File: config.mk
export PLATFORM = sky130hd
export DESIGN_NAME = pss_sequencer
export DESIGN_NICKNAME = d
export VERILOG_FILES = /design/src/shared/pss_pkg.sv /design/src/logic/pss_sequencer.sv
export VERILOG_INCLUDE_DIRS = /design/src /design/src/shared
export SDC_FILE = /design/constraint.sdc
export NUM_CORES = 1
export LEC_CHECK = 0
export BUFFER_PORTS_ARGS = -buffer_cell sky130_fd_sc_hd__buf_2
export CAP_MARGIN = 10
export CORE_MARGIN = 2
export CORE_UTILIZATION = 60
export DETAILED_ROUTE_END_ITERATION = 8
export PLACE_DENSITY = 0.87
export SKIP_CTS_REPAIR_TIMING = 1
export SYNTH_ARGS = -nofsm -noshare
export SYNTH_HDL_FRONTEND = slang
export SYNTH_SLANG_ARGS = --single-unit
File: constraint.sdc
create_clock -name sys_clk_in -period 9.4 [get_ports sys_clk_in]
set_input_delay 0.94 -clock sys_clk_in [delete_from_list [all_inputs] [get_ports sys_clk_in]]
set_output_delay 0.94 -clock sys_clk_in [all_outputs]
set_load 0.1 [all_outputs]
File: src/shared/pss_defs.svh
// constants for the program sequencer: offsets, field positions, reset values
`ifndef PSS_DEFS_SVH
`define PSS_DEFS_SVH

// ----------------------------------------
// widths and sizes
// ----------------------------------------
`define PSS_PC_W 13
`define PSS_WORD_W 16
`define PSS_STK_DEPTH 8
`define PSS_STK_FULL 4'h8
`define PSS_ONE 1'b1

// ----------------------------------------
// vectors and pages
// ----------------------------------------
`define PSS_RST_VEC 13'h0000
`define PSS_LAST_PAGE 5'h1F

// ----------------------------------------
// register offsets
// ----------------------------------------
`define PSS_OFS_PCL 8'h00
`define PSS_OFS_TBLP 8'h01
`define PSS_OFS_TBHP 8'h02
`define PSS_OFS_TABLE_HIGH_LATCH 8'h03
`define PSS_OFS_STAT 8'h04
`define PSS_OFS_SEQ 8'h05

// ----------------------------------------
// status bit positions and reset values
// ----------------------------------------
`define PSS_ST_C 0
`define PSS_ST_AC 1
`define PSS_ST_Z 2
`define PSS_ST_OV 3
`define PSS_RST_STAT 4'h0
`define PSS_RST_BYTE 8'h00

// ----------------------------------------
// decimal adjust constants
// ----------------------------------------
`define PSS_BCD_MAX 4'h9
`define PSS_DAA_LO 8'h06
`define PSS_DAA_HI 8'h60

`endif

File: src/shared/pss_pkg.sv
// types shared by the program sequencer
package pss_pkg;
`include "pss_defs.svh"

  // ----------------------------------------
  // phases and command encodings
  // ----------------------------------------
  typedef enum logic [3:0] {PSS_T1 = 4'b0001, PSS_T2 = 4'b0010, PSS_T3 = 4'b0100, PSS_T4 = 4'b1000} pss_phase_t;

  typedef enum logic [3:0] {PSS_K_NOP, PSS_K_ALU, PSS_K_JUMP, PSS_K_CALL, PSS_K_RET, PSS_K_RETURN_FROM_IRQ,
    PSS_K_SKIP, PSS_K_TABRD, PSS_K_TABRD_LAST} pss_kind_t;

  typedef enum logic [3:0] {PSS_A_ADD, PSS_A_ADC, PSS_A_SUB, PSS_A_SBC, PSS_A_DAA, PSS_A_AND, PSS_A_OR,
    PSS_A_XOR, PSS_A_CPL, PSS_A_RR, PSS_A_RRC, PSS_A_RL, PSS_A_RLC, PSS_A_INC, PSS_A_DEC, PSS_A_PASS} pss_alu_op_t;

  // ----------------------------------------
  // carriers
  // ----------------------------------------
  typedef struct packed {
    pss_kind_t kind;
    pss_alu_op_t alu_op;
    logic [7:0] opnd_a;
    logic [7:0] opnd_b;
    logic skip_if_zero;
    logic ext_sector;
    logic [`PSS_PC_W-1:0] target;
  } pss_cmd_t;

  typedef struct packed {
    logic [7:0] addr;
    logic [7:0] wdata;
    logic wr;
    logic rd;
  } pss_reg_req_t;

  typedef struct packed {
    pss_phase_t phase;
    logic [`PSS_PC_W-1:0] pc;
    logic [2:0] sp;
    logic [3:0] depth;
    logic [`PSS_STK_DEPTH-1:0][`PSS_PC_W-1:0] stack;
    logic tbl_fetch;
    logic tbl_ext;
    logic tbl_last;
    logic pcl_pend;
    logic [7:0] pcl_val;
    logic irq_pend;
    logic [7:0] tblp;
    logic [4:0] tbhp;
    logic [7:0] table_high_latch;
    logic [3:0] status;
    logic [`PSS_PC_W-1:0] prog_addr;
    logic [`PSS_WORD_W-1:0] instr;
    logic instr_valid;
    logic [7:0] alu_res;
    logic alu_wr;
    logic [7:0] tbl_data;
    logic tbl_wr;
    logic tbl_ext_out;
    logic irq_ack;
    logic [7:0] rdata;
  } pss_state_t;

endpackage

File: src/logic/pss_sequencer.sv
// program sequencer: phases, program counter, return stack, alu and table reads
`timescale 1ns/1ps
`include "pss_defs.svh"

// Function
// - pc advances by one per executed instruction
// - 13-bit pc, only low byte visible
// - low byte write jumps in page, dummy
// - taken skip discards prefetch, inserts dummy
// - jumps, calls, interrupts, reset load pc
// - branch or call takes two cycles
// - four phases form one instruction cycle
// - eight-level stack hidden from software
// - call or interrupt pushes, return pops
// - reset points stack pointer at top
// - full stack defers interrupt until return
// - call on full stack overwrites oldest
// - alu writes result and updates status
// - alu arithmetic, logic, rotate, skip tests
// - pc addresses 8K by 16 program memory
// - fetch starts at address zero after reset
// - table address from pointer low and high
// - table low byte out, high byte latched
// - normal and extended table read destinations
// - table reads take two instruction cycles
// - table high latch software readable, writable
module pss_sequencer (
  input wire logic sys_clk_in,
  input wire logic resetn_in,
  input wire pss_pkg::pss_reg_req_t reg_req_in,
  input wire pss_pkg::pss_cmd_t cmd_in,
  input wire logic [15:0] prog_data_in,
  input wire logic irq_req_in,
  input wire logic [12:0] irq_vector_in,
  output pss_pkg::pss_phase_t phase_out,
  output logic [12:0] prog_addr_out,
  output logic [15:0] instr_out,
  output logic instr_valid_out,
  output logic [7:0] alu_result_out,
  output logic alu_wr_out,
  output logic [3:0] status_out,
  output logic [7:0] tbl_data_out,
  output logic tbl_wr_out,
  output logic tbl_ext_out,
  output logic irq_ack_out,
  output logic [7:0] rdata_out
);
  import pss_pkg::*;

  // ----------------------------------------
  // state
  // ----------------------------------------
  pss_state_t s;
  pss_state_t next_s;

  // alu working values
  logic [7:0] opa;
  logic [7:0] opb;
  logic ci;
  logic [8:0] sum;
  logic [4:0] lo;
  logic [7:0] adj;
  logic [7:0] res;
  logic [3:0] fl;

  // sequencing working values
  logic full;
  logic redirect;
  logic pcl_hit;
  logic pcl_take;
  logic [7:0] pcl_byte;
  logic plain_op;

  // ----------------------------------------
  // alu
  // ----------------------------------------
  // one combinational alu; the caller decides whether the result is kept
  always_comb
  begin
    opa = cmd_in.opnd_a;
    opb = cmd_in.opnd_b;
    ci = 1'b0;
    sum = 9'h000;
    lo = 5'h00;
    adj = `PSS_RST_BYTE;
    res = `PSS_RST_BYTE;
    fl = s.status;
    case (cmd_in.alu_op)
      PSS_A_ADC:
        ci = s.status[`PSS_ST_C];
      PSS_A_SUB:
      begin
        opb = ~cmd_in.opnd_b;
        ci = `PSS_ONE;
      end
      PSS_A_SBC:
      begin
        opb = ~cmd_in.opnd_b;
        ci = s.status[`PSS_ST_C];
      end
      default:
        ci = 1'b0;
    endcase
    // carry out of subtraction means no borrow, so one adder serves all four
    sum = {1'b0, opa} + {1'b0, opb} + {8'h00, ci};
    lo = {1'b0, opa[3:0]} + {1'b0, opb[3:0]} + {4'h0, ci};
    case (cmd_in.alu_op)
      PSS_A_ADD, PSS_A_ADC, PSS_A_SUB, PSS_A_SBC:
      begin
        res = sum[7:0];
        fl[`PSS_ST_C] = sum[8];
        fl[`PSS_ST_AC] = lo[4];
        fl[`PSS_ST_Z] = (sum[7:0] == `PSS_RST_BYTE);
        fl[`PSS_ST_OV] = (opa[7] == opb[7]) && (sum[7] != opa[7]);
      end
      PSS_A_DAA:
      begin
        if ((opa[3:0] > `PSS_BCD_MAX) || s.status[`PSS_ST_AC])
        begin
          adj = adj | `PSS_DAA_LO;
        end
        if ((opa[7:4] > `PSS_BCD_MAX) || s.status[`PSS_ST_C])
        begin
          adj = adj | `PSS_DAA_HI;
        end
        sum = {1'b0, opa} + {1'b0, adj};
        res = sum[7:0];
        fl[`PSS_ST_C] = sum[8] | s.status[`PSS_ST_C];
      end
      PSS_A_AND:
      begin
        res = opa & opb;
        fl[`PSS_ST_Z] = (res == `PSS_RST_BYTE);
      end
      PSS_A_OR:
      begin
        res = opa | opb;
        fl[`PSS_ST_Z] = (res == `PSS_RST_BYTE);
      end
      PSS_A_XOR:
      begin
        res = opa ^ opb;
        fl[`PSS_ST_Z] = (res == `PSS_RST_BYTE);
      end
      PSS_A_CPL:
      begin
        res = ~opa;
        fl[`PSS_ST_Z] = (res == `PSS_RST_BYTE);
      end
      PSS_A_RR:
        res = {opa[0], opa[7:1]};
      PSS_A_RRC:
      begin
        res = {s.status[`PSS_ST_C], opa[7:1]};
        fl[`PSS_ST_C] = opa[0];
      end
      PSS_A_RL:
        res = {opa[6:0], opa[7]};
      PSS_A_RLC:
      begin
        res = {opa[6:0], s.status[`PSS_ST_C]};
        fl[`PSS_ST_C] = opa[7];
      end
      PSS_A_INC:
      begin
        res = opa + 8'h01;
        fl[`PSS_ST_Z] = (res == `PSS_RST_BYTE);
      end
      PSS_A_DEC:
      begin
        res = opa - 8'h01;
        fl[`PSS_ST_Z] = (res == `PSS_RST_BYTE);
      end
      default:
        res = opa;
    endcase
  end

  // ----------------------------------------
  // sequencing and registers
  // ----------------------------------------
  // everything that changes the program flow happens on the edge closing phase four
  always_comb
  begin
    next_s = s;
    redirect = 1'b0;
    plain_op = 1'b0;
    full = (s.depth == `PSS_STK_FULL);
    pcl_hit = reg_req_in.wr && (reg_req_in.addr == `PSS_OFS_PCL);
    // a write landing on the very edge of phase four must not be missed
    pcl_take = s.pcl_pend || pcl_hit;
    pcl_byte = pcl_hit ? reg_req_in.wdata : s.pcl_val;
    next_s.alu_wr = 1'b0;
    next_s.tbl_wr = 1'b0;
    next_s.irq_ack = 1'b0;
    next_s.rdata = `PSS_RST_BYTE;

    case (s.phase)
      PSS_T1:
        next_s.phase = PSS_T2;
      PSS_T2:
        next_s.phase = PSS_T3;
      PSS_T3:
        next_s.phase = PSS_T4;
      PSS_T4:
        next_s.phase = PSS_T1;
      default:
        next_s.phase = PSS_T1;
    endcase

    // request is recorded even while acknowledge is held off
    // request flag recorded
    if (irq_req_in)
    begin
      next_s.irq_pend = 1'b1;
    end

    // register writes; the program counter byte waits for the cycle boundary
    if (reg_req_in.wr)
    begin
      if (reg_req_in.addr == `PSS_OFS_PCL)
      begin
        next_s.pcl_pend = 1'b1;
        next_s.pcl_val = reg_req_in.wdata;
      end
      else if (reg_req_in.addr == `PSS_OFS_TBLP)
      begin
        next_s.tblp = reg_req_in.wdata;
      end
      else if (reg_req_in.addr == `PSS_OFS_TBHP)
      begin
        next_s.tbhp = reg_req_in.wdata[4:0];
      end
      else if (reg_req_in.addr == `PSS_OFS_TABLE_HIGH_LATCH)
      begin
        next_s.table_high_latch = reg_req_in.wdata;
      end
      else if (reg_req_in.addr == `PSS_OFS_STAT)
      begin
        next_s.status = reg_req_in.wdata[3:0];
      end
    end

    // register reads; stack and its pointer have no address
    // stack not mapped
    if (reg_req_in.rd)
    begin
      if (reg_req_in.addr == `PSS_OFS_PCL)
      begin
        next_s.rdata = s.pc[7:0];
      end
      else if (reg_req_in.addr == `PSS_OFS_TBLP)
      begin
        next_s.rdata = s.tblp;
      end
      else if (reg_req_in.addr == `PSS_OFS_TBHP)
      begin
        next_s.rdata = {3'b000, s.tbhp};
      end
      else if (reg_req_in.addr == `PSS_OFS_TABLE_HIGH_LATCH)
      begin
        next_s.rdata = s.table_high_latch;
      end
      else if (reg_req_in.addr == `PSS_OFS_STAT)
      begin
        next_s.rdata = {4'h0, s.status};
      end
      else if (reg_req_in.addr == `PSS_OFS_SEQ)
      begin
        next_s.rdata = {3'b000, s.irq_pend, full, 3'b000};
      end
    end

    if (s.phase == PSS_T4)
    begin
      // fetch side: either the next instruction word or a table word
      if (s.tbl_fetch)
      begin
        // low byte out, high byte latched
        next_s.tbl_data = prog_data_in[7:0];
        next_s.table_high_latch = prog_data_in[15:8];
        next_s.tbl_wr = 1'b1;
        next_s.tbl_ext_out = s.tbl_ext;
        next_s.tbl_fetch = 1'b0;
        // the held instruction executes next; pc was not used for fetch
        next_s.instr_valid = 1'b1;
      end
      else
      begin
        next_s.instr = prog_data_in;
        next_s.instr_valid = 1'b1;
        next_s.pc = s.pc + 13'h0001;
      end

      // execute side; an invalid slot is a dummy cycle and ignores the decoder
      if (s.instr_valid)
      begin
        case (cmd_in.kind)
          PSS_K_ALU:
          begin
            next_s.alu_res = res;
            next_s.alu_wr = 1'b1;
            next_s.status = fl;
            plain_op = 1'b1;
          end
          PSS_K_SKIP:
          begin
            next_s.alu_res = res;
            next_s.alu_wr = 1'b1;
            if (cmd_in.skip_if_zero ? (res == `PSS_RST_BYTE) : (res != `PSS_RST_BYTE))
            begin
              redirect = 1'b1;
            end
          end
          PSS_K_JUMP:
          begin
            next_s.pc = cmd_in.target;
            redirect = 1'b1;
          end
          PSS_K_CALL:
          begin
            next_s.stack[s.sp] = s.pc;
            next_s.sp = s.sp + 3'd1;
            if (!full)
            begin
              next_s.depth = s.depth + 4'h1;
            end
            next_s.pc = cmd_in.target;
            redirect = 1'b1;
          end
          PSS_K_RET, PSS_K_RETURN_FROM_IRQ:
          begin
            next_s.sp = s.sp - 3'd1;
            next_s.pc = s.stack[s.sp - 3'd1];
            if (s.depth != 4'h0)
            begin
              next_s.depth = s.depth - 4'h1;
            end
            redirect = 1'b1;
          end
          PSS_K_TABRD, PSS_K_TABRD_LAST:
          begin
            // second cycle fetches the table word
            next_s.tbl_fetch = 1'b1;
            next_s.tbl_ext = cmd_in.ext_sector;
            next_s.tbl_last = (cmd_in.kind == PSS_K_TABRD_LAST);
          end
          default:
            plain_op = 1'b1;
        endcase

        // interrupt taken only at a plain instruction, never on a full stack
        // acknowledge after stack frees
        if (plain_op && s.irq_pend && !full && !pcl_take)
        begin
          next_s.stack[s.sp] = s.pc;
          next_s.sp = s.sp + 3'd1;
          next_s.depth = s.depth + 4'h1;
          next_s.pc = irq_vector_in;
          next_s.irq_pend = irq_req_in;
          next_s.irq_ack = 1'b1;
          redirect = 1'b1;
        end
        // in-page jump from low byte; a table read leaves the pc alone
        else if (pcl_take && !redirect && !next_s.tbl_fetch)
        begin
          next_s.pc = {s.pc[12:8], pcl_byte};
          redirect = 1'b1;
        end
      end

      // a pending byte is used or dropped at the boundary, never carried into a later cycle
      next_s.pcl_pend = 1'b0;

      if (redirect)
      begin
        next_s.instr_valid = 1'b0;
      end

      if (next_s.tbl_fetch)
      begin
        next_s.prog_addr = {next_s.tbl_last ? `PSS_LAST_PAGE : s.tbhp, s.tblp};
        next_s.instr_valid = 1'b0;
      end
      else
      begin
        next_s.prog_addr = next_s.pc;
      end
    end
  end

  // ----------------------------------------
  // state register
  // ----------------------------------------
  // synchronous reset; stack contents cleared only for tidiness
  always_ff @(posedge sys_clk_in)
  begin
    if (!resetn_in)
    begin
      s <= '0;
      s.phase <= PSS_T1;
      s.pc <= `PSS_RST_VEC;
      s.prog_addr <= `PSS_RST_VEC;
      s.sp <= 3'd0;
      s.depth <= 4'h0;
      s.status <= `PSS_RST_STAT;
    end
    else
    begin
      s <= next_s;
    end
  end

  // ----------------------------------------
  // outputs
  // ----------------------------------------
  // every output is a state field, so each one comes from a flip-flop
  assign phase_out = s.phase;
  assign prog_addr_out = s.prog_addr;
  assign instr_out = s.instr;
  assign instr_valid_out = s.instr_valid;
  assign alu_result_out = s.alu_res;
  assign alu_wr_out = s.alu_wr;
  assign status_out = s.status;
  assign tbl_data_out = s.tbl_data;
  assign tbl_wr_out = s.tbl_wr;
  assign tbl_ext_out = s.tbl_ext_out;
  assign irq_ack_out = s.irq_ack;
  assign rdata_out = s.rdata;

endmodule

Word-level counts from Yosys, hierarchy flattened
Cells that the tools add are included.

Register bits after elaboration: 224. Input bits: 89. Output and inout port bits: 66. Word-level logic and storage cells: 230.

Add/sub/neg operators: 12. Order comparisons: 5. Equality and inequality tests: 42. Mux-type cells: 77. Bitwise operators: 10. Reduce and logical (&&, ||, !) cells: 50.

Operator list (number): $mux W104 (3); $mux W127 (2); $bwmux W104 (2); $mux W111 (1); $pmux W8 S12 (1); $mux W13 (6); $logic_not A8 Y1 (9); $mux W8 (9); $mux W62 (1); $mux W12 (4); $eq A4 B4 Y1 const B (10); $bmux W13 S3 (1); $demux W13 S3 (1); $eq A4 B3 Y1 const B (9); $pmux W13 S2 (1); $mux W4 (6); $mux W1 (21); $eq A4 B2 Y1 const B (5); $add A8 B8 Y9 (2); $mux W9 (2); $eq A8 B2 Y1 const B (2); $eq A8 B3 Y1 const B (2); $mux W16 (1); $not A8 Y8 (2); other kinds (51) (93).

Logic depth before layout (Yosys ltp)
Gate-level depths: netlist of run 1.

Word-level depth: 23. Depth in mapped cells: 20. Gate-level depth less buffers: 18.

Worst setup path after synthesis of run 1
OpenSTA, ideal clock, no wires.

Path kind: in2reg. Start point: input cmd_in[33] (netlist bit). End point: register s[209] (netlist bit). Library setup time: 0.122 ns. Arrival: 4.884 ns. Required time: 9.278 ns. Setup slack: 4.394 ns. Cell stages on the path: 20. Path buffers: 2. Cell sequence: buf_4 > inv_1 > nand2_1 > nor2_1 > xor2_1 > inv_1 > fa_1 > inv_1 > fa_1 > a211oi_1 > nor2_1 > xnor2_1 > a211oi_1 > a31oi_1 > nor4_4 > nand4_2 > a31oi_4 > buf_6 > mux2i_1 > a221o_1.

Word-level cells in the longest chain between the ends: 19. Elaborated cells between the ends (all ways): 40. Those cells by class: 2 x add/sub; 14 x eq/ne; 12 x mux; 3 x bitwise; 9 x reduce/logical.

RTL lines: start: declaration (RTL line pss_sequencer.sv:31) `input wire pss_pkg::pss_cmd_t cmd_in,`; $eq A4 B2 Y1 (RTL line pss_sequencer.sv:88, pss_sequencer.sv:107); $reduce_or A2 Y1 (no source line); $mux W8; $add A8 B8 Y9 (RTL line pss_sequencer.sv:105) `sum = {1'b0, opa} + {1'b0, opb} + {8'h00, ci};`; $add A9 B1 Y9 (RTL line pss_sequencer.sv:105); $pmux W8 S12 (*) (RTL line pss_sequencer.sv:107) `case (cmd_in.alu_op)`; $reduce_bool A8 Y1 (no source line) / $logic_not A8 Y1 (equally long branches); $mux W1 (*) (2 in series) (RTL line pss_sequencer.sv:310) `` if (cmd_in.skip_if_zero ? (res == `PSS_RST_BYTE) : (res != `PSS_RST_BYTE)) ``; $pmux W1 S2 (*) (RTL line pss_sequencer.sv:298) `case (cmd_in.kind)`; $mux W1 (*) (RTL line pss_sequencer.sv:296) `if (s.instr_valid)`; $mux W1 (*) (RTL line pss_sequencer.sv:274) `if (s.phase == PSS_T4)`; $logic_not A1 Y1 (*) (RTL line pss_sequencer.sv:365) `else if (pcl_take && !redirect && !next_s.tbl_fetch)`; $logic_and A1 B1 Y1 (*) (2 in series) (RTL line pss_sequencer.sv:365); $mux W13 (*) (RTL line pss_sequencer.sv:365); $mux W13 (*) (RTL line pss_sequencer.sv:354) `if (plain_op && s.irq_pend && !full && !pcl_take)`; $mux W127 (*) (RTL line pss_sequencer.sv:296); $mux W127 (*) (RTL line pss_sequencer.sv:274); end signal: assignment (RTL line pss_sequencer.sv:410) `s <= next_s;`; end: declaration (RTL line pss_sequencer.sv:53) `pss_state_t s;`.

Every way passes the cells marked *; elsewhere a longest branch is shown, timed or not. The select of a mux whose other input is x is not followed. A chain may end at the register's enable or synchronous reset.

Final worst setup path of run 1
Start point: input cmd_in[34] (netlist bit). End point: register s[214] (netlist bit).

Same word-level chain as after synthesis.

==> results.cfg, run 1 <==
[status]
run_status = completed

[pwr]
swShare_pct = 25.96
switching_power_mw = 0.5475
power.density_mw_per_mm2 = 142.9
seq_power_share_pct = 45.4
ir_drop_mv = 0.1408
comb_power_share_pct = 12.2
leakage_nw = 5.838
p_int_mw = 1.562
clkPwrFrac_pct = 42.4

[hold_path]
hp-class = reg -> reg
hold-path-endpoint = instr_out[8]$_SDFFE_PN0P_
min_from = instr_out[8]$_SDFFE_PN0P_
hold_depth = 2

[cells_and_area]
area_delta_synth_final_pct = 7.463
fin_area_sq_mm = 0.01476
nNetsFinal = 1697
drive_gt1_share_pct = 17.33

[floorplanning]
core_sq_mm = 0.02257
die_h_um = 155.3
io_pins = 155
rows = 55
fp.dieArea_sq_mm = 0.02411
chipWidth_um = 155.3
start_util_pct = 60.83

[routing]
routed_wirelength_um = 41390
first_pass_iters = 7
ant_nets = 0
vias = 12030
drtIter0Drc = 1434
drcViolationCount = 0
vias_per_cell = 6.414
wl_per_cell_um = 22.07

[synth]
synth_seq_cells = 224
ys_types = 84
synth_top_area_share_pct = 32.66
synth_area_leader_cell = dfxtp_1
synth.most_common_cell = dfxtp_1
synth-seq-area-share_pct = 32.66
synthTopCellsByCount = 224 x dfxtp_1, 162 x nand2_1, 152 x mux2i_1, 131 x nor2b_1, 81 x nor2_1
synth_area_sq_mm = 0.01373
syn-mean-instance-area_sq_um = 8.813
ys.flop_type = dfxtp_1
synth-edff-count = 0
syn-num-nets = 1681
synthArstFlopShare_pct = 0
yosysWarningCount = 0
syn-instance-count = 1558
synth_area_leaders = dfxtp_1 33%, mux2i_1 11%, nor2b_1 6.0%

[clock_tree]
clockRootBuffer = clkbuf_16
clock_path_buffers = 3
cts.sinks = 224
clkTransAtPathRegs_ps = 60
htreeDepth = 1
cts_tree = done
insertion_delay_ps = 510
numCtsBuffers = 23

[critical_path]
crit_type = in -> reg
r2r_cells = 15
cp-start-kind = input pin
rr_startpoint = status_out[0]$_SDFFE_PN0P_
cp-end-kind = flip-flop
reg2reg_to = s[214]$_SDFFE_PN0P_
cp.arrival_ps = 6320
r2r_slack_ps = 4940
worstPathRequired_ps = 9790
cp_max_fo = 33

[timing]
final.setup.tns_ps = 0
final.setup.worst_slack_ps = 3470
hold_viol = 0
setup_viol = 0
period_share_pct = 63.09
slew_viol_final = 0
finalClockSkew_ps = 15.05
relSlewSlack_pct = 26.94
fmax_mhz = 168.6
period_needed_ps = 5930
worst-slew-pin-transition_ps = 1092
grt_setup_unrepaired = false

[place]
port-buffer-count = 154
dp_slack_ps = 3022
place_area_sq_mm = 0.01401
routabilityCongestion = 0.9671
dpl.hpwl_um = 28920

[grt]
antenna_found_initial = 3
grt_pass1_vias = 11750
grt_max_degree = 124
track_usage_pct = 33.46
grt_overflow = 0
grt_pass1_wl_um = 64260

[run]
maxCapViolCount = 0
[power groups by stage]
stage	logic (mW)	registers [mW]	clock network, mW
3_3_place_gp	0.248	0.978	0
5_1_grt	0.274	0.957	0.939
6_report	0.258	0.957	0.894
2_1_floorplan	0.178	0.976	0
3_5_place_dp	0.248	0.978	0
4_1_cts	0.250	0.957	0.899
[worst max path at each step]
stage / startpoint / endpoint / cells past startpoint / slack (ps)
6_report: cmd_in[34] / s[214]$_SDFFE_PN0P_ / 19 / 3470
5_1_grt: cmd_in[34] / s[214]$_SDFFE_PN0P_ / 19 / 3170
4_1_cts: cmd_in[34] / s[214]$_SDFFE_PN0P_ / 19 / 3520
3_5_place_dp: cmd_in[34] / s[214]$_SDFFE_PN0P_ / 19 / 3020
3_3_place_gp: cmd_in[34] / s[214]$_SDFFE_PN0P_ / 19 / 3180
2_1_floorplan: cmd_in[33] / s[209]$_SDFFE_PN0P_ / 20 / 4390
[cells in the final DEF (no fill, tap or decap), types with 10 or more instances in the layout]
cell,synthesis,routed
a21boi_0,39,39
a21oi_1,39,39
a221oi_1,13,13
a22oi_1,16,16
a31oi_1,17,17
and2_1,18,18
buf_2,24,153
buf_4,71,15
clkbuf_16,0,23
dfxtp_1,224,223
ha_1,31,31
inv_1,32,32
mux2_2,12,12
mux2i_1,152,152
mux4_2,26,26
nand2_1,162,162
nand2b_1,17,17
nand3_1,21,21
nand4_1,12,12
nor2_1,81,81
nor2b_1,131,131
nor3_1,26,25
o211a_1,11,11
o21a_1,10,10
o21ai_0,58,58
o22ai_1,22,22
xnor2_1,22,22
xor2_1,21,21
[stage by stage]
step | hold WS, ps | instances | total power [mW] | utilization [%]
after floorplan | 437.5 | 1558 | 1.154 | -
after global placement | 446.8 | 1834 | 1.226 | 62.06
after detailed placement | 455.1 | 1834 | 1.227 | 62.06
after CTS | 463.1 | 1872 | 2.105 | 65.33
after global routing | 487.4 | 1875 | 2.170 | 65.36
final | 460.3 | 1876 | 2.109 | 65.37
[layout make-up]
class | instances | area [sq um]
sequential | 224 | 4486
tap | 285 | 356.6
timing repair buffer | 168 | 878.3
inverter | 34 | 127.6
multi-input combinational | 1123 | 8160
antenna | 4 | 10.01
clock inverter | 7 | 71.32
clock buffer | 31 | 665.6
fill | 1794 | 7816
[cells by family (layout without fill, tap and decap cells)]
kind of cell | after synthesis | in the layout | share of synthesized area, %
other | 0 | 4 | 0
AND/OR/NAND/NOR | 550 | 550 | 21.30
XOR/XNOR | 43 | 43 | 2.743
AO/OA/AOI/OAI | 306 | 306 | 15.62
buffers and inverters | 211 | 240 | 8.092
adder cells (fa/ha/maj) | 34 | 34 | 3.262
multiplexers | 190 | 190 | 16.33
flip-flops | 224 | 224 | 32.66
[registers in the layout (all words and copies together) (netlist names)]
register and flops:
alu_result_out 8, alu_wr_out 1, instr_out 16, instr_valid_out 1, irq_ack_out 1, phase_out 4
prog_addr_out 13, rdata_out 8, s 158, status_out 4, tbl_data_out 8, tbl_ext_out 1
tbl_wr_out 1
[routing by layer]
layer	vias up	track usage [%]	share of wire, %
li1	5511	-	-
met1	5703	44.26	41
met2	689	54.14	46
met3	129	5.961	9.7
met4	0	14.24	4.0
met5	-	0	0
[critical path: stages]
cell and delay (ps):
buf_2 310, inv_1 330, nand2_1 260, nor2_1 670
xor2_1 180, inv_1 140, fa_1 200, inv_1 60
fa_1 440, a211oi_1 320, nor2_1 140, xnor2_1 160
a211oi_1 250, a31oi_1 200, nor4_4 350, nand4_2 180
a31oi_4 570, mux2i_1 210, a221o_1 370
Power figures use the tool's default switching activity.
==> run 2: changes to the inputs <==
--- a/config.mk
+++ b/config.mk
@@ -6,12 +6,13 @@
 export SDC_FILE = /design/constraint.sdc
 export NUM_CORES = 1
 export LEC_CHECK = 0
+export ABC_AREA = 1
 export BUFFER_PORTS_ARGS = -buffer_cell sky130_fd_sc_hd__buf_2
 export CAP_MARGIN = 10
 export CORE_MARGIN = 2
-export CORE_UTILIZATION = 60
+export CORE_UTILIZATION = 54
 export DETAILED_ROUTE_END_ITERATION = 8
-export PLACE_DENSITY = 0.87
+export PLACE_DENSITY = 0.84
 export SKIP_CTS_REPAIR_TIMING = 1
 export SYNTH_ARGS = -nofsm -noshare
 export SYNTH_HDL_FRONTEND = slang
==> constraint.sdc (replaced) <==
create_clock -name sys_clk_in -period 5.1 [get_ports sys_clk_in]
set_input_delay 0.51 -clock sys_clk_in [delete_from_list [all_inputs] [get_ports sys_clk_in]]
set_output_delay 0.51 -clock sys_clk_in [all_outputs]
set_load 0.1 [all_outputs]
==> run 2 against run 1 <==
Hold slack got worse by 260 ps. Highest routed layer unchanged. Power grew 88%. Largest cell class unchanged. Worst setup slack worse by 2600 ps. Clock power rose by 99%.
==> results.cfg, run 2 <==
[routing]
first_pass_iters = 6
drtIter0Drc = 1788
routed_wirelength_um = 42610
wl_per_cell_um = 18.70
vias_per_cell = 5.928
ant_nets = 0
vias = 13510
drcViolationCount = 0

[grt]
grt-busiest-layer = met2
grt_pass1_vias = 12720
track_usage_pct = 32.70
grt_pass1_wl_um = 67990
use_met3_pct = 5.939
met1_usage_pct = 44.55
use_met2_pct = 52.51
antenna_found_initial = 2
grt_max_degree = 97
grt_overflow = 0

[floorplanning]
die_h_um = 159.3
core_sq_mm = 0.02354
chipWidth_um = 159.3
fp.dieArea_sq_mm = 0.02537
io_pins = 155
start_util_pct = 55.31
rows = 56

[cells_and_area]
final_cell_mix = 340 x nand2_1, 279 x nor2_1, 224 x dfxtp_1, 157 x inv_1, 154 x buf_2
n_fill_cell = 2249
area_delta_synth_final_pct = 10.01
largest_reg_flops = 158
layout_commonest_cell = nand2_1
drive_gt1_share_pct = 13.83
largest-register = s
nNetsFinal = 2067
fin_area_sq_mm = 0.01433
antennaDiodeCount = 0

[critical_path]
path_delay_family = simple AND/OR/NAND/NOR gates
r2r_cells = 23
cp-end-kind = flip-flop
cp_common_cell = nand2_1
slowest_stage = fa_1
path_buf_inv = 3
crit_type = in -> reg
r2r_slack_ps = 1090
cpPeakStageDelay_ps = 430
cp-start-kind = input pin
worstPathRequired_ps = 5520
cp_num_cells = 25
cp.arrival_ps = 4620
cp_max_fo = 14

[status]
run_status = completed

[synth]
synth-seq-area-share_pct = 34.44
synth_area_sq_mm = 0.01302
syn-mean-instance-area_sq_um = 6.853
synth_top_area_share_pct = 34.44
ys.flop_type = dfxtp_1
syn-instance-count = 1900
synthArstFlopShare_pct = 0
synth_area_leaders = dfxtp_1 34%, nand2_1 9.8%, nor2_1 8.0%
synthTopCellsByCount = 340 x nand2_1, 279 x nor2_1, 224 x dfxtp_1, 158 x inv_1, 142 x o21ai_0
syn-num-nets = 2023
synth_area_leader_cell = dfxtp_1
synth-edff-count = 0
yosysWarningCount = 0
synth.most_common_cell = nand2_1
synth_seq_cells = 224
ys_types = 54

[clock_tree]
clkTransAtPathRegs_ps = 60
cts_tree = done
numCtsBuffers = 23
htreeDepth = 1
insertion_delay_ps = 520
clockRootBuffer = clkbuf_16
clock_path_buffers = 3
cts.sinks = 224

[hold_path]
hold_depth = 3
hp-class = in -> reg

[place]
place_area_sq_mm = 0.01354
dpl.hpwl_um = 30390
routabilityCongestion = 0.9448
port-buffer-count = 154

[timing]
hold_viol = 0
period_share_pct = 82.30
finalClockSkew_ps = 17.73
worst-slew-pin-transition_ps = 1188
final.setup.tns_ps = 0
period_needed_ps = 4197
grt_setup_unrepaired = false
relSlewSlack_pct = 20.50
fmax_mhz = 238.2
setup_viol = 0
slew_viol_final = 0

[pwr]
ir_drop_mv = 0.2697
power.density_mw_per_mm2 = 277.4
power_mw = 3.974
leakage_nw = 6.371

[run]
maxCapViolCount = 0
## run 2: cell types whose count changed in the layout (fill, tap and decap cells not counted), moves of 84 or more
cell / before / now
nor2_1: 81 / 279
nand3_1: 21 / 135
mux2i_1: 152 / 1
nor2b_1: 131 / 0
o21ai_0: 58 / 142
nand2_1: 162 / 340
inv_1: 32 / 157
## run 2: worst paths after layout
path / start / end
worst min register to register: s[94]$_SDFFE_PN0P_ / tbl_ext_out$_SDFFE_PN0P_
worst min-delay path: prog_data_in[7] / tbl_data_out[7]$_SDFFE_PN0P_
worst max-delay path: cmd_in[24] / prog_addr_out[8]$_SDFFE_PN0P_
worst max register to register: status_out[0]$_SDFFE_PN0P_ / prog_addr_out[8]$_SDFFE_PN0P_
## run 2: kinds of logic after synthesis
logic type | synth area share (%)
XOR/XNOR | 1.682
flip-flops | 34.44
AND/OR/NAND/NOR | 27.95
multiplexers | 0.07687
AO/OA/AOI/OAI | 20.59
buffers and inverters | 11.82
adder cells (fa/ha/maj) | 3.440
## run 2: tightest hold or removal path, delay by kind of cell
| family | cells | cell delay [ps] |
|---|---|---|
| simple gates | 2 | 90 |
| buf+inv | 1 | 90 |
## run 2: where the power goes
part | internal, mW | switching (mW)
registers | 1.76 | 0.00501
clock network | 1.06 | 0.723
logic | 0.122 | 0.313
total | 2.93 | 1.04
## run 2: per-layer routing
metal | routed length [um] | up-vias
li1 | - | 6426
met1 | 17850 | 6253
met5 | 0 | -
met4 | 1360 | 0
met3 | 4269 | 99
met2 | 19130 | 732
## run 2: area by class of cell
type / count / area, sq um / share of cell area, %
clock buffer: 32 / 659.4 / 4.603
clock inverter: 9 / 130.1 / 0.9084
inverter: 173 / 650.6 / 4.542
multi-input combinational: 1338 / 7005 / 48.90
sequential: 224 / 4484 / 31.30
tap: 319 / 399.1 / 2.786
timing repair buffer: 184 / 996.0 / 6.953
## run 2: per-stage QoR
stage	setup slack [ps]	hold slack [ps]	cells	utilization (%)
global placement	556.5	428.3	2238	57.49
detailed placement	497.0	437.6	2238	57.49
finish	902.6	201.2	2279	60.85
CTS	1003	196.0	2279	60.85
global route	626.7	215.3	2279	60.85
floorplan	938.4	418.8	1900	-
==> run 3: changes to the inputs <==
==> constraint.sdc (replaced) <==
create_clock -name sys_clk_in -period 3.4 [get_ports sys_clk_in]
set_input_delay 0.34 -clock sys_clk_in [delete_from_list [all_inputs] [get_ports sys_clk_in]]
set_output_delay 0.34 -clock sys_clk_in [all_outputs]
set_load 0.1 [all_outputs]
==> run 3 against run 2 <==
Power increased by 49%. Wire length increased by 0.83%. Global-route usage grew 0.11 points. First-iteration DRC count down 7.7%. Non-clock buffer count is 81 higher. Critical path type is now reg -> reg. Largest cell class unchanged.
==> results.cfg, run 3 (synthesized netlist as in run 2, its figures left out) <==
[grt]
track_usage_pct = 32.81
grt_max_degree = 84
grt-busiest-layer = met2
use_met2_pct = 52.77
grt_overflow = 0
antenna_found_initial = 2
use_met3_pct = 6.408
grt_pass1_wl_um = 68080
grt_pass1_vias = 12920
met1_usage_pct = 44.58

[clock_tree]
clockRootBuffer = clkbuf_16
cts_tree = done
clock_path_buffers = 3
cts.sinks = 224
insertion_delay_ps = 530
numCtsBuffers = 22
htreeDepth = 1
clkTransAtPathRegs_ps = 70

[critical_path]
crit_type = reg -> reg
cp_max_fo = 13
path_delay_family = simple AND/OR/NAND/NOR gates
cp-end-kind = flip-flop
cp_common_cell = nand2_1
cp-start-kind = flip-flop
cp.arrival_ps = 3710
worstPathRequired_ps = 3800
slowest_stage = fa_2
path_buf_inv = 3
cpPeakStageDelay_ps = 350
path_cells = o211ai_1 > fa_2 > inv_4 > fa_2 > buf_4 > nand3_1 > nand4_1 > nand3_2 > nand3b_1 > nor3_4 > nand2_1 > o21bai_1 > nand2_1 > nand2_2 > buf_6 > nand4_1 > nand3_1 > nand2_1 > nand2_1 > nand2_1 > nand2_1 > nand2_1

[routing]
vias = 13810
ant_nets = 0
drcViolationCount = 0
drtIter0Drc = 1650
routed_wirelength_um = 42960
wl_per_cell_um = 18.22
first_pass_iters = 7
vias_per_cell = 5.855

[timing]
period_share_pct = 97.43
slew_viol_final = 0
finalClockSkew_ps = 27.71
relSlewSlack_pct = 19.80
grt_setup_unrepaired = true
hold_viol = 0
fmax_mhz = 301.9
final.setup.tns_ps = 0
period_needed_ps = 3313
setup_viol = 0
worst-slew-pin-transition_ps = 1199

[cells_and_area]
area_delta_synth_final_pct = 15.89
n_fill_cell = 2091
largest_reg_flops = 158
final_core_util_pct = 64.10
final_cell_mix = 332 x nand2_1, 276 x nor2_1, 223 x dfxtp_1, 156 x inv_1, 154 x buf_2
drive_gt1_share_pct = 18.49
antennaDiodeCount = 0
nNetsFinal = 2147
layout_commonest_cell = nand2_1
largest-register = s

[run]
maxCapViolCount = 0

[floorplanning]
io_pins = 155
core_sq_mm = 0.02354
die_h_um = 159.3
fp.dieArea_sq_mm = 0.02537
start_util_pct = 55.31
rows = 56
chipWidth_um = 159.3

[place]
dpl.hpwl_um = 31100
routabilityCongestion = 0.9818
port-buffer-count = 154

[pwr]
ir_drop_mv = 0.3571
leakage_nw = 6.784
power.density_mw_per_mm2 = 392.8
power_mw = 5.928

[status]
run_status = completed

[hold_path]
hp-class = in -> reg
==> run 3: final cells by class <==
type | instances | area, sq um | area share (%)
Clock inverter | 10 | 113.9 | 0.7545
Inverter | 173 | 653.1 | 4.328
Timing Repair Buffer | 265 | 1662 | 11.01
Clock buffer | 29 | 616.8 | 4.088
Multi-Input combinational cell | 1338 | 7161 | 47.45
Tap cell | 319 | 399.1 | 2.645
Sequential cell | 224 | 4486 | 29.72
==> run 3: tightest hold or removal path: stages <==
cell and delay, ps:
buf_2 90, nand2_1 50, nand2_1 40
==> run 3: through the flow <==
stage	hold WS [ps]	instances	worst slack [ps]	instance area, sq um
final	43.91	2358	87.49	15090
after global routing	54.83	2358	-169.9	15090
after CTS	41.26	2356	58.39	14970
after detailed placement	436.5	2317	-305.9	14240
after global placement	425.7	2317	-229.9	14240
after floorplan	418.8	1900	17.91	13100
==> run 3: final timing paths <==
| path | start | end | slack (ps) | cells after the start |
|---|---|---|---|---|
| setup / recovery | status_out[0]$_SDFFE_PN0P_ | prog_addr_out[3]$_SDFFE_PN0P_ | 90 | 22 |
| hold reg to reg | s[94]$_SDFFE_PN0P_ | s[94]$_SDFFE_PN0P_ | 450 | 2 |
| setup reg to reg | status_out[0]$_SDFFE_PN0P_ | prog_addr_out[3]$_SDFFE_PN0P_ | 90 | 22 |
| hold / removal | prog_data_in[0] | tbl_data_out[0]$_SDFFE_PN0P_ | 40 | 3 |
==> run 3: metal layers <==
| metal | share of wire [%] | up-vias |
|---|---|---|
| met5 | 0.030 | - |
| met3 | 11 | 148 |
| met1 | 41 | 6270 |
| met2 | 45 | 779 |
| li1 | - | 6606 |
| met4 | 3.5 | 2 |
==> run 3: where the power goes <==
| part | total (mW) | switching, mW | internal, mW |
|---|---|---|---|
| Sequential | 2.64 | 0.00815 | 2.63 |
| Combinational | 0.809 | 0.510 | 0.299 |
| Clock | 2.48 | 1.05 | 1.43 |
